--- config.mk ---
export PLATFORM = sky130hd
export DESIGN_NAME = dtg_decoder
export DESIGN_NICKNAME = d
export VERILOG_FILES = /design/src/hdl/dtg_pkg.sv /design/src/hdl/dtg_decoder.sv /design/src/hdl/dtg_band_meas.sv
export VERILOG_INCLUDE_DIRS = /design/src /design/src/hdl
export SDC_FILE = /design/constraint.sdc
export NUM_CORES = 1
export LEC_CHECK = 0
export BUFFER_PORTS_ARGS = -buffer_cell sky130_fd_sc_hd__buf_2
export CAP_MARGIN = 40
export CORE_MARGIN = 1
export CORE_UTILIZATION = 43
export DETAILED_ROUTE_END_ITERATION = 10
export PLACE_DENSITY_LB_ADDON = 0.1
export SKIP_CTS_REPAIR_TIMING = 1
export SYNTH_ARGS = -nofsm -noshare
export SYNTH_HDL_FRONTEND = slang
export SYNTH_HIERARCHICAL = 1
export SYNTH_SLANG_ARGS = --single-unit
export TNS_END_PERCENT = 50
--- constraint.sdc ---
create_clock -name clk -period 2.4 [get_ports clk]
set_input_delay 0.12 -clock clk [delete_from_list [all_inputs] [get_ports clk]]
set_output_delay 0.12 -clock clk [all_outputs]
set_load 0.02 [all_outputs]
--- src/hdl/dtg_params.svh ---
// Constants of the tone decode and steering block
// How it works
// - Count each band's period and accept only the eight standard tones within tolerance.
// - Map the row/column pair to the 4-bit code; zero is ten, D is zero.
// - Raise early steering once one valid row and one valid column tone coexist.
// - Drop early steering at once on any loss of the two-tone condition.
// - Steering input above threshold registers the current pair and updates the latch.
// - Steering input below threshold frees the block to take a new pair.
// - Guard-time output follows early steering and the steering input level.
// - Average several periods so voice and third tones are rejected, small drift tolerated.
// - After registration keep guard-time high while early steering stays high.
// - After a settling delay raise delayed steering to flag a registered pair.
// - Code latch changes only as delayed steering rises, held until next pair.
`ifndef DTG_PARAMS_SVH
`define DTG_PARAMS_SVH

// ----------------------------------------
// Clock and timing
// ----------------------------------------
`define DTG_CLK_HZ 125000000
`define DTG_CLK_NS 8
`define DTG_SETTLE_NS 40
`define DTG_SETTLE_CYC ((`DTG_SETTLE_NS + `DTG_CLK_NS - 1) / `DTG_CLK_NS)

// ----------------------------------------
// Tone set, Hz
// ----------------------------------------
`define DTG_ROW0_HZ 697
`define DTG_ROW1_HZ 770
`define DTG_ROW2_HZ 852
`define DTG_ROW3_HZ 941
`define DTG_COL0_HZ 1209
`define DTG_COL1_HZ 1336
`define DTG_COL2_HZ 1477
`define DTG_COL3_HZ 1633

// ----------------------------------------
// Detector tuning and reset values
// ----------------------------------------
`define DTG_TOL_PERMIL 15
`define DTG_AVG_PERIODS 4
`define DTG_CNT_W 20
`define DTG_CODE_RST 4'h0

`endif

--- src/hdl/dtg_pkg.sv ---
// Types shared by the tone decode and steering block
package dtg_pkg;

   // ----------------------------------------
   // Steering sequence
   // ----------------------------------------
   typedef enum logic [1:0] {
      DTG_FREE,
      DTG_SETTLE,
      DTG_HELD
   } dtg_steer_e;

   // ----------------------------------------
   // One band's detection result
   // ----------------------------------------
   typedef struct packed {
      logic valid;
      logic [1:0] idx;
   } dtg_tone_s;

endpackage : dtg_pkg

--- src/hdl/dtg_decoder.sv ---
// Tone pair decoder with early steering, guard-time and code latch
`timescale 1ns/1ps
`default_nettype none
`include "dtg_params.svh"
module dtg_decoder #(
   parameter int unsigned CLK_HZ = `DTG_CLK_HZ
) (
   // Clock and reset
   input wire logic clk,
   input wire logic srst,
   // Limited band signals from the filters
   input wire logic low_band_in,
   input wire logic high_band_in,
   // Steering pin: threshold comparator in, guard-time drive out
   input wire logic steer_in,
   output logic guard_time_out,
   output logic guard_time_oe,
   // Detector results
   output logic early_steer_out,
   output logic delayed_steer,
   output logic [3:0] rx_code
);
   import dtg_pkg::*;

   localparam int SETTLE_N = `DTG_SETTLE_CYC;

   // ----------------------------------------
   // Pair to code mapping
   // ----------------------------------------
   function automatic logic [3:0] encode(input logic [1:0] row, input logic [1:0] col);
      logic [3:0] c;
      c = 4'h0;
      case ({row, col})
         4'h0: c = 4'h1;
         4'h1: c = 4'h2;
         4'h2: c = 4'h3;
         4'h3: c = 4'hd;
         4'h4: c = 4'h4;
         4'h5: c = 4'h5;
         4'h6: c = 4'h6;
         4'h7: c = 4'he;
         4'h8: c = 4'h7;
         4'h9: c = 4'h8;
         4'ha: c = 4'h9;
         4'hb: c = 4'hf;
         4'hc: c = 4'hb;
         4'hd: c = 4'ha;
         4'he: c = 4'hc;
         4'hf: c = 4'h0;
         default: c = 4'h0;
      endcase
      return c;
   endfunction : encode

   typedef struct packed {
      logic [1:0] lo_sync;
      logic [1:0] hi_sync;
      logic [1:0] steer_sync;
      dtg_steer_e state;
      logic [3:0] settle;
      logic [3:0] pend;
      logic [3:0] code;
      logic dstr;
      logic early;
      logic guard;
      logic guard_oe;
   } dtg_dec_s;

   dtg_dec_s s_q, s_d;
   dtg_tone_s lo_tone, hi_tone;
   logic steer_s;

   // ----------------------------------------
   // Band measurement
   // ----------------------------------------
   dtg_band_meas #(
      .CLK_HZ(CLK_HZ),
      .F0(`DTG_ROW0_HZ),
      .F1(`DTG_ROW1_HZ),
      .F2(`DTG_ROW2_HZ),
      .F3(`DTG_ROW3_HZ),
      .AVG(`DTG_AVG_PERIODS)
   ) u_low (
      .clk(clk),
      .srst(srst),
      .band(s_q.lo_sync[1]),
      .tone(lo_tone)
   );

   dtg_band_meas #(
      .CLK_HZ(CLK_HZ),
      .F0(`DTG_COL0_HZ),
      .F1(`DTG_COL1_HZ),
      .F2(`DTG_COL2_HZ),
      .F3(`DTG_COL3_HZ),
      .AVG(`DTG_AVG_PERIODS)
   ) u_high (
      .clk(clk),
      .srst(srst),
      .band(s_q.hi_sync[1]),
      .tone(hi_tone)
   );

   assign steer_s = s_q.steer_sync[1];

   // ----------------------------------------
   // Steering sequence
   // ----------------------------------------
   always_comb begin
      s_d = s_q;
      // Pins are asynchronous; only the second stage is used
      s_d.lo_sync = {s_q.lo_sync[0], low_band_in};
      s_d.hi_sync = {s_q.hi_sync[0], high_band_in};
      s_d.steer_sync = {s_q.steer_sync[0], steer_in};
      // Combinational loss drops it on the very next edge, no filtering here
      s_d.early = lo_tone.valid && hi_tone.valid;
      case (s_q.state)
         DTG_FREE: begin
            s_d.dstr = 1'b0;
            if (steer_s && s_q.early) begin
               s_d.pend = encode(lo_tone.idx, hi_tone.idx);
               s_d.settle = 4'(SETTLE_N);
               s_d.state = DTG_SETTLE;
            end
         end
         DTG_SETTLE: begin
            if (!steer_s) begin
               s_d.state = DTG_FREE;
            end else if (s_q.settle <= 4'h1) begin
               // Code and flag move together so a reader never sees a stale code flagged
               s_d.dstr = 1'b1;
               s_d.code = s_q.pend;
               s_d.state = DTG_HELD;
            end else begin
               s_d.settle = s_q.settle - 4'h1;
            end
         end
         DTG_HELD: begin
            if (!steer_s) begin
               s_d.dstr = 1'b0;
               s_d.state = DTG_FREE;
            end
         end
         default: begin
            s_d.state = DTG_FREE;
            s_d.dstr = 1'b0;
         end
      endcase
      // Guard-time: pull high once registered and tone holds, low when tone lost
      s_d.guard = s_d.early && (s_d.state != DTG_FREE);
      // Released only while the RC is charging toward the threshold
      s_d.guard_oe = !(s_d.early && s_d.state == DTG_FREE);
   end

   always_ff @(posedge clk) begin
      if (srst) begin
         s_q <= '0;
         s_q.state <= DTG_FREE;
         s_q.code <= `DTG_CODE_RST;
         s_q.guard_oe <= 1'b1;
      end else begin
         s_q <= s_d;
      end
   end

   assign early_steer_out = s_q.early;
   assign guard_time_out = s_q.guard;
   assign guard_time_oe = s_q.guard_oe;
   assign delayed_steer = s_q.dstr;
   assign rx_code = s_q.code;
endmodule : dtg_decoder
`default_nettype wire

--- src/hdl/dtg_band_meas.sv ---
// Period counter and averaging tone classifier for one band
`timescale 1ns/1ps
`default_nettype none
`include "dtg_params.svh"
module dtg_band_meas #(
   parameter int unsigned CLK_HZ = `DTG_CLK_HZ,
   parameter int unsigned F0 = `DTG_ROW0_HZ,
   parameter int unsigned F1 = `DTG_ROW1_HZ,
   parameter int unsigned F2 = `DTG_ROW2_HZ,
   parameter int unsigned F3 = `DTG_ROW3_HZ,
   parameter int unsigned AVG = `DTG_AVG_PERIODS
) (
   // Clock and reset
   input wire logic clk,
   input wire logic srst,
   // Synchronised limiter output
   input wire logic band,
   // Detection result
   output dtg_pkg::dtg_tone_s tone
);
   import dtg_pkg::*;

   localparam int CW = `DTG_CNT_W;
   localparam int unsigned NOM [4] = '{CLK_HZ / F0, CLK_HZ / F1, CLK_HZ / F2, CLK_HZ / F3};
   localparam int unsigned TOL = `DTG_TOL_PERMIL;
   localparam int unsigned LONGEST = NOM[0] + NOM[0] * TOL / 1000;
   localparam logic [CW-1:0] LIMIT = CW'(LONGEST + 1);

   // ----------------------------------------
   // Period classifier
   // ----------------------------------------
   function automatic logic [2:0] classify(input logic [CW-1:0] p);
      logic [2:0] r;
      r = 3'h0;
      for (int i = 0; i < 4; i++) begin
         if (32'(p) >= NOM[i] - NOM[i] * TOL / 1000 && 32'(p) <= NOM[i] + NOM[i] * TOL / 1000) begin
            r = {1'b1, 2'(i)};
         end
      end
      return r;
   endfunction : classify

   typedef struct packed {
      logic prev;
      logic [CW-1:0] cnt;
      logic [1:0] last;
      logic [3:0] match;
      dtg_tone_s tone;
   } dtg_meas_s;

   dtg_meas_s s_q, s_d;
   logic [2:0] cls;

   // ----------------------------------------
   // Next state
   // ----------------------------------------
   always_comb begin
      s_d = s_q;
      cls = classify(s_q.cnt);
      s_d.prev = band;
      if (s_q.cnt < LIMIT) begin
         s_d.cnt = s_q.cnt + 1'b1;
      end
      if (band && !s_q.prev) begin
         s_d.cnt = CW'(1);
         if (!cls[2]) begin
            s_d.match = 4'h0;
            s_d.tone.valid = 1'b0;
         end else if (cls[1:0] == s_q.last && s_q.match != 4'h0) begin
            // Several matching periods in a row: one lucky period of speech is not enough
            if (s_q.match < 4'(AVG)) begin
               s_d.match = s_q.match + 4'h1;
            end
            s_d.tone.valid = (s_q.match + 4'h1 >= 4'(AVG));
         end else begin
            s_d.last = cls[1:0];
            s_d.match = 4'h1;
            s_d.tone.valid = 1'b0;
         end
         s_d.tone.idx = cls[1:0];
      end else if (s_q.cnt >= LIMIT) begin
         // Tone gone: no edge within the longest period
         s_d.match = 4'h0;
         s_d.tone.valid = 1'b0;
      end
   end

   always_ff @(posedge clk) begin
      if (srst) begin
         s_q <= '0;
      end else begin
         s_q <= s_d;
      end
   end

   assign tone = s_q.tone;
endmodule : dtg_band_meas
`default_nettype wire

# == Word-level counts from Yosys, hierarchy flattened ==
# Memory sizes are Yosys's and may differ from the RTL's.
# Cells that the tools add are included.
# op_classes
eq_ne,11
n_reduce_logical,39
mux,38
bitwise,2
n_lt_le_gt_ge,25
addsub,5
n_shift,0
n_div,0
mul,0
# ops
operator,count
greater-or-equal comparator 20 x 17 -> 1 bit (second input constant),6
greater-or-equal comparator 20 x 18 -> 1 bit (second input constant),4
<= comparator 20 x 17 -> 1 bit (second input constant),4
<= comparator 20 x 18 -> 1 bit (second input constant),4
adder 20 x 1 -> 20 bit (second input constant),2
two-way mux 5 bit,8
two-way mux 3 bit,10
less-than comparator 20 x 17 -> 1 bit (second input constant),1
less-than comparator 20 x 18 -> 1 bit (second input constant),1
logical AND 1 bit,16
two-way mux 4 bit,4
two-way mux 2 bit,7
AND reduction 3 bit,4
nonzero test 2 bit,6
two-way mux 10 bit,1
!= test 2 bit (second input constant),5
adder 4 x 1 -> 4 bit (second input constant),2
greater-or-equal comparator 4 x 3 -> 1 bit (second input constant),2
less-than comparator 4 x 3 -> 1 bit (second input constant),2
!= test 4 bit (second input constant),2
one-hot mux 4 bit (2 select lines),1
nonzero test 4 bit,2
one-hot mux 2 bit (3 select lines),1
AND reduction 2 bit,3
other kinds (12),22
# word_totals
latchBits,0
reg_bits,84
n_memories,1
out_inout_bits,8
mem_bits_ro,64
in_bits,5
mem_bits_rw,0
wordCells,146
# mem_list
name,depth,word_bits,read_ports,rd_clocked_by_memory_dff,write_ports,line,text
(name not given),16,4,1,0,0,dtg_decoder.sv:33,"case ({row, col})"

# == Longest topological paths before layout ==
# Gate-level depths: netlist (run 1).
# depth
word_depth,11
depth_mapped,11
ltp_nobuf,10

# == Modules after synthesis ==
# The synthesis (run 1) kept the hierarchy.
# modules_own_cells
mod,seq_area_each_um2,cells_each,area_per_inst_um2,n_inst
dtg_band_meas at u_high,600.6,256,2047.0,1
dtg_band_meas at u_low,600.6,265,2000.7,1
dtg_decoder,480.5,125,1188.6,1

# == Least setup slack after synthesis (run 1) ==
# Ideal clock, no wire load.
# synth_path
path_type,flip-flop to flip-flop
from,reg u_low/s_q[9] (netlist bit)
to,reg u_low/s_q[8] (netlist bit)
path_stages_with_launch,11
period_less_slack_ps,2568
arrival_ps,2506
slack_ps,-168
cell_sequence,dfxtp_1 -> inv_1 -> ha_1 -> nor2b_1 -> nand3_1 -> a2111oi_0 -> or4b_1 -> a32o_2 -> mux2_4 -> or3_1 -> nand3_1
# synth_between
elab_chain_cells,9
elab_cells_between_ends,20
classes_between,order compare (8); eq/ne (1); mux (4); bitwise (1); reduce/logical (6)
# synth_lines
item,line,text
from (decl),dtg_band_meas.sv:51,"dtg_meas_s s_q, s_d;"
from (signal assigned),dtg_band_meas.sv:90,s_q <= '0;
from (signal assigned),dtg_band_meas.sv:92,s_q <= s_d;
greater-or-equal comparator 20 x 18 -> 1 bit / <= comparator 20 x 18 -> 1 bit (equally long branches),dtg_band_meas.sv:36,if (32'(p) >= NOM[i] - NOM[i] * TOL / 1000 && 32'(p) <= NOM[i] + NOM[i] * TOL / 1000) begin
logical AND 1 bit,dtg_band_meas.sv:36,
two-way mux 3 bit (2 in a row),dtg_band_meas.sv:36,
two-way mux 3 bit (*),dtg_band_meas.sv:36,
== test 2 bit,dtg_band_meas.sv:69,end else if (cls[1:0] == s_q.last && s_q.match != 4'h0) begin
logical AND 1 bit,dtg_band_meas.sv:69,
inverter 1 bit (no source line),-,
AND reduction 3 bit (no source line),-,
# Mark *: on every way between the ends. The rest lies on a longest branch, timed or not.
# A chain may end at the register's enable or synchronous reset.

# == Worst setup path in the final report (run 1) ==
# layout_path
from,reg u_high/s_q[26] (netlist bit)
to,reg u_high/s_q[6] (netlist bit)
# layout_between
elab_chain_cells,10
elab_cells_between_ends,25
classes_between,order compare (9); eq/ne (2); mux (7); reduce/logical (7)
# layout_lines
item,line,text
from (decl),dtg_band_meas.sv:51,
from (signal assigned),dtg_band_meas.sv:90,
from (signal assigned),dtg_band_meas.sv:92,
greater-or-equal comparator 20 x 17 -> 1 bit / <= comparator 20 x 17 -> 1 bit (equally long branches),dtg_band_meas.sv:36,
logical AND 1 bit,dtg_band_meas.sv:36,
two-way mux 3 bit (3 in a row),dtg_band_meas.sv:36,
== test 2 bit,dtg_band_meas.sv:69,
logical AND 1 bit,dtg_band_meas.sv:69,
two-way mux 5 bit,dtg_band_meas.sv:69,
two-way mux 5 bit,dtg_band_meas.sv:66,if (!cls[2]) begin
two-way mux 5 bit,dtg_band_meas.sv:64,if (band && !s_q.prev) begin
# Parallel ways exist; a longest one is shown, timed or not.

==> results of run 1 <==
==> critical path, stage by stage (launching register included) <==
cell and delay [ps]:
dfxtp_2 330, or3_4 380, or3_4 340, or4_4 520, o21ba_4 230, a211oi_4 290
nand3_2 140, a211oi_2 190
==> per-layer routing <==
layer  GRT usage  routed length (µm)
met1       0.273                6090
met2       0.354                6450
met3      0.0313                 409
met4      0.0916                 253
met5           0                   0
==> state kept, by name, summed over array words and instances, names as in the netlist <==
name,cells
u_high/tone,3
delayed_steer,1
u_high/s_q,27
s_q,13
s_d,3
guard_time_oe,1
u_low/tone,3
early_steer_out,1
rx_code,4
u_low/s_q,27
guard_time_out,1
==> per-stage QoR <==
step	cell area, µm²	hold slack, ps	worst slack (ps)
3_5_place_dp	5990	341	-114
2_1_floorplan	5260	192	-18.8
6_report	6530	-16.2	-110
4_1_cts	6290	-23.4	-124
3_3_place_gp	5990	332	-102
5_1_grt	6530	5.95	-188
==> power groups by stage <==
| stage | clock network [µW] | registers (µW) | logic (µW) |
|---|---|---|---|
| floorplan | 0 | 1450 | 100 |
| global placement | 0 | 1460 | 163 |
| detailed placement | 0 | 1460 | 165 |
| CTS | 1470 | 1420 | 166 |
| global route | 1510 | 1430 | 207 |
| finish | 1430 | 1420 | 184 |
==> synth_stat cells (all sizes together), types with 7 or more instances <==
cell type / instances
dfxtp: 84
nor2: 68
nand2: 44
a21oi: 30
nand3: 30
buf: 27
clkbuf: 26
inv: 25
o21ai: 25
nor3: 24
ha: 20
nor2b: 17
xor2: 16
and3: 14
nand4: 14
or3: 14
xnor2: 14
a211oi: 13
nand2b: 11
and2: 10
mux2i: 10
nor4: 8
or4: 8
a31oi: 7
==> worst paths after layout <==
kind / endpoint / slack [ps] / depth (start not counted)
min: s_d[23] / -20 / 2
max: u_high/s_q[6] / -110 / 7
max reg2reg: u_high/s_q[6] / -110 / 7
min reg2reg: s_q[23] / 450 / 1
==> layout make-up <==
cell class                      count  area, µm²  share of cell area
Multi-Input combinational cell    484       3400               0.520
Sequential cell                    84       1700               0.260
Timing Repair Buffer              118        866               0.133
Clock buffer                       10        229              0.0351
Tap cell                          143        179              0.0274
Inverter                           25       93.8              0.0144
Clock inverter                      6       71.3              0.0109
==> logic make-up (layout without fill, tap and decap cells) <==
| group | Yosys count | count (layout) | synth area share |
|---|---|---|---|
| and+or+nand+nor | 293 | 293 | 0.307 |
| AOI/OAI and AO/OA | 130 | 130 | 0.178 |
| xor gates and xnor gates | 30 | 30 | 0.0502 |
| buffers and inverters | 78 | 159 | 0.0738 |
| muxes | 11 | 11 | 0.0220 |
| DFF | 84 | 84 | 0.321 |
| adders and majority gates | 20 | 20 | 0.0478 |
==> qor.yml, run 1 <==
sta:
  period_minus_slack_ps: 2510
  whs_ps: -16.2
  worstMarginPinSlew_ps: 692
  fin_ws_ps: -110
  skew_ps: 7.64
  fmax_mhz: 398
  grt_setup_unrepaired: "true"
  hold_violations: 2
  slew_headroom: 0.539
  tns_ps: -639
  period_share: 1.05
  finalMaxSlewViolations: 0
  setup_viol: 11
route:
  totalWireLength_um: 13200
  drt_iter0_drc: 175
  vias: 4865
  avgViaCountPerCell: 5.59
  drc_errors: 0
  wl_per_cell_um: 15.2
  ant_nets: 0
  drtPass1Iterations: 4
floorplanning:
  io_pins: 13
  fp.dieH_um: 112
  die-area_um2: 12600
  initial_core_util: 0.449
  num_rows: 39
  die_w_um: 112
  core_area_um2: 11700
run:
  max_cap_violations: 0
cts:
  cts_root_buf: "clkbuf_16"
  cts_tree: "done"
  clk_pin_slew_ps: 70
  cts_max_level: 3
  clk_latency_ps: 350
  clockBufferDepth: 2
  cts-buffers-inserted: 9
  cts.sinks: 84
synth:
  synth_edf_count: 0
  syn_inst: 646
  synth.distinct_cells: 86
  yosysTopAreaCell: "dfxtp_1"
  syn_area_um2: 5240
  synthFlopType: "dfxtp_1"
  synth_nets: 671
  seq_area_frac_synth: 0.321
  ys_warn_count: 6
  synth.area.top_cells: "dfxtp_1 32%, nor2_1 4.8%, ha_1 4.8%"
  synth.top_cell.area_share: 0.321
  synth.avg_cell_area_um2: 8.11
  ys_ff_latch: 84
  async_reset_ff_frac: 0
critical_path:
  r2r-start: "u_high/s_q[26]"
  crit_type: "register to register"
  cp_max_fo: 4
  required_ps: 2670
  crit_start: "u_high/s_q[26]"
  endpoint_kind: "register"
  arrival_ps: 2780
  crit_path_start_kind: "register"
placement:
  place.gp.congestion: 0.921
  dp_hpwl_um: 9740
  place_inst: 852
  io_buffers: 12
cells_and_area:
  final_util: 0.560
  nets: 747
  final_cells: 870
  diodes: 0
  layout_common_cells: "103 x buf_4, 73 x dfxtp_1, 65 x nor2_1"
  syn_to_final_growth_pct: 24.7
  final_common_cell: "buf_4"
  final.fill_count: 1093
  drive_above_1_share: 0.282
power:
  vdd.ir_drop.worst_uv: 308
  p_int_uw: 2310
  leakage_uw: 0.00256
  pwr-share-clk: 0.470
  p_sw_frac: 0.241
  seq_power_share: 0.469
  power_uw: 3040
  p_comb_frac: 0.061
  p_sw_uw: 732
  p_per_area_nw_per_um2: 465
grt:
  grt_pass1_wl_um: 21700
  antenna_found_initial: 0
  overflow: 0
  grt_max_degree: 20
  grt_use_total: 0.212
  grt_pass1_vias: 4669
min_path:
  worstHoldPathType: "input pin to register"
  min_from: "low_band_in"
outcome:
  outcome: "finished with violations"
  violations: "hold timing, setup timing"
Note: power is estimated with default switching activity, not from simulation.
==> run 2: changes to the inputs <==
--- a/config.mk
+++ b/config.mk
@@ -6,6 +6,7 @@
 export SDC_FILE = /design/constraint.sdc
 export NUM_CORES = 1
 export LEC_CHECK = 0
+export ABC_AREA = 1
 export BUFFER_PORTS_ARGS = -buffer_cell sky130_fd_sc_hd__buf_2
 export CAP_MARGIN = 40
 export CORE_MARGIN = 1
==> run 2 against run 1 <==
Register-to-register slack improved by 290 ps. Clock power about the same. Synthesized cell count rose by 36%. Via count grew 12%. The flow now finishes without violations. Highest routed layer unchanged. Count of clock-buffer cells in the layout is 1 lower. Cell count increased by 23%.
==> qor.yml, run 2 <==
outcome:
  outcome: "complete, no violations"  # was finished with violations
synth:
  synth.top_cell.area_share: 0.300  # was 0.321
  syn_area_um2: 5610  # was 5240 µm²
  synth.avg_cell_area_um2: 6.41  # was 8.11 µm²
  synthFlopType: "dfxtp_1"  # unchanged
  seq_area_frac_synth: 0.300  # was 0.321
  synth.distinct_cells: 39  # was 86
  synth_nets: 901  # was 671
  ys_top_cells_by_count: "179 x nand2_1, 142 x nor2_1, 109 x inv_1"  # was 84 x dfxtp_1, 67 x nor2_1, 44 x nand2_1
  synth_edf_count: 0  # unchanged
  synth.most_common_cell: "nand2_1"  # was dfxtp_1
  synth.area.top_cells: "dfxtp_1 30%, nand2_1 12%, nor2_1 9.5%"  # was dfxtp_1 32%, nor2_1 4.8%, ha_1 4.8%
  ys_warn_count: 6  # unchanged
  yosysTopAreaCell: "dfxtp_1"  # unchanged
  syn_inst: 876  # was 646
  async_reset_ff_frac: 0  # unchanged
  ys_ff_latch: 84  # unchanged
power:
  p_per_area_nw_per_um2: 492  # was 465 nW/µm²
  leakage_uw: 0.00275  # was 0.00256 µW
  power_uw: 3060  # was 3040 µW
  vdd.ir_drop.worst_uv: 296  # was 308 µV
route:
  vias: 5426  # was 4865
  ant_nets: 0  # unchanged
  avgViaCountPerCell: 5.07  # was 5.59
  totalWireLength_um: 14500  # was 13200 µm
  wl_per_cell_um: 13.5  # was 15.2 µm
  drc_errors: 0  # unchanged
  drt_iter0_drc: 300  # was 175
  drtPass1Iterations: 6  # was 4
cells_and_area:
  syn_to_final_growth_pct: 10.6  # was 24.7%
  nets: 920  # was 747
  multi_input_area_um2: 3320  # was 3400 µm²
  layout_common_cells: "179 x nand2_1, 141 x nor2_1, 105 x inv_1"  # was 103 x buf_4, 73 x dfxtp_1, 65 x nor2_1
  final_common_cell: "nand2_1"  # was buf_4
  final-seq-area_um2: 1690  # was 1700 µm²
  final_cells: 1071  # was 870
  drive_above_1_share: 0.152  # was 0.282
  diodes: 0  # unchanged
  final_util: 0.490  # was 0.560
  final.fill_count: 1388  # was 1093
  reg_top3: "u_high/s_q x27, u_low/s_q x27, s_q x13"  # unchanged
floorplanning:
  fp.dieH_um: 116  # was 112 µm
  core_area_um2: 12700  # was 11700 µm²
  num_rows: 41  # was 39
  die_w_um: 116  # was 112 µm
  initial_core_util: 0.443  # was 0.449
  die-area_um2: 13500  # was 12600 µm²
  io_pins: 13  # unchanged
critical_path:
  cpLargestDelayFamily: "simple AND/OR/NAND/NOR gates"  # unchanged
  endpoint_kind: "register"  # unchanged
  cp_max_fo: 6  # was 4
  arrival_ps: 2460  # was 2780 ps
  crit_path_start_kind: "register"  # unchanged
  required_ps: 2640  # was 2670 ps
  path_buf_inv: 2  # was 0
  crit_type: "register to register"  # unchanged
  crit_chain: "inv_2 -> ha_1 -> nor3_1 -> nand3_1 -> nand2_1 -> o21ai_1 -> nand2_2 -> nand2_2 -> nand2_1 -> nand3_2 -> nor2_4 -> buf_4 -> nor2_1 -> o21ai_0 -> nor2_1"  # was or3_4 -> or3_4 -> or4_4 -> o21ba_4 -> a211oi_4 -> nand3_2 -> a211oi_2
  slowest_delay_ps: 380  # was 520 ps
  critPathSlowestCell: "dfxtp_2"  # was or4_4
grt:
  grt_pass1_wl_um: 23800  # was 21700 µm
  grt_max_degree: 25  # was 20
  grt_use_total: 0.229  # was 0.212
  overflow: 0  # unchanged
  grt_pass1_vias: 4995  # was 4669
  antenna_found_initial: 0  # unchanged
cts:
  clk_latency_ps: 350  # about the same
  cts_max_level: 3  # unchanged
  clockBufferDepth: 2  # unchanged
  cts-buffers-inserted: 9  # unchanged
  clk_pin_slew_ps: 70  # about the same
  cts_tree: "done"  # unchanged
  cts_root_buf: "clkbuf_16"  # unchanged
  cts.sinks: 84  # unchanged
min_path:
  worstHoldPathType: "input pin to register"  # unchanged
sta:
  whs_ps: 285  # was -16.2 ps
  worstMarginPinSlew_ps: 488  # was 692 ps
  finalMaxSlewViolations: 0  # unchanged
  hold_violations: 0  # was 2
  slew_headroom: 0.673  # was 0.539
  skew_ps: 6.71  # was 7.64 ps
  tns_ps: 0  # was -639 ps
  fmax_mhz: 451  # was 398 MHz
  setup_viol: 0  # was 11
  grt_setup_unrepaired: "false"  # was true
  period_share: 0.923  # was 1.05
  period_minus_slack_ps: 2220  # was 2510 ps
placement:
  io_buffers: 12  # unchanged
  place.gp.congestion: 0.901  # was 0.921
  place_inst: 1051  # was 852
  dp_hpwl_um: 11200  # was 9740 µm
run:
  max_cap_violations: 0  # unchanged
-- run 2: changes by cell type after synthesis, sizes merged, moves of 16 or more --
| cell | previous run | this run |
|---|---|---|
| a21oi | 30 | 55 |
| nand3 | 30 | 80 |
| nor2b | 17 | 0 |
| o21ai | 25 | 41 |
| inv | 25 | 127 |
| nand2 | 44 | 213 |
| nor2 | 68 | 163 |
| clkbuf | 26 | 3 |
-- run 2: path summary, 6_finish.rpt --
kind / from / endpoint / slack [ps] / depth (start not counted)
max: u_low/s_q[9] / u_low/s_q[8] / 180 / 15
min: srst / s_q[21] / 280 / 3
max reg2reg: u_low/s_q[9] / u_low/s_q[8] / 180 / 15
min reg2reg: s_d[23] / s_q[23] / 410 / 2
-- run 2: report_power, final --
group / internal [µW] / leakage (µW) / switching (µW)
Sequential: 1410 / 0.000682 / 20.5
Clock: 811 / 0.000136 / 617
Combinational: 69.2 / 0.00193 / 125
Total: 2300 / 0.00275 / 762
-- run 2: layout make-up --
| cell class | count | area share |
|---|---|---|
| Tap cell | 172 | 0.0346 |
| Sequential cell | 84 | 0.272 |
| Clock buffer | 9 | 0.0363 |
| Multi-Input combinational cell | 641 | 0.535 |
| Inverter | 130 | 0.0790 |
| Clock inverter | 6 | 0.0117 |
| Timing Repair Buffer | 29 | 0.0314 |
-- run 2: tightest hold or removal path, cell delays in order --
cell and delay [ps]:
buf_2 130, buf_4 230, nor2_1 120
-- run 2: stage by stage --
step | area (µm²) | setup slack [ps]
2_1_floorplan | 5610 | 447
3_3_place_gp | 5850 | 4.63
3_5_place_dp | 5850 | 37.4
4_1_cts | 6150 | 15.1
5_1_grt | 6210 | 1.54
6_report | 6210 | 185
-- run 2: metal layers --
| metal | global-route usage | vias up | share of wire |
|---|---|---|---|
| li1 | - | 2834 | - |
| met1 | 0.290 | 2463 | 0.46 |
| met2 | 0.383 | 98 | 0.47 |
| met3 | 0.0306 | 31 | 0.032 |
| met4 | 0.116 | 0 | 0.032 |
| met5 | 0 | - | 0 |
-- run 2: logic make-up (layout without fill, tap and decap cells) --
family                   after synthesis  in the layout  share of synthesized area
buffers and inverters                151            174                      0.111
AND/OR/NAND/NOR                      505            505                      0.427
adder cells (fa/ha/maj)               20             20                     0.0446
flip-flops                            84             84                      0.300
AO/OA/AOI/OAI                        109            109                      0.107
XOR/XNOR                               7              7                     0.0109
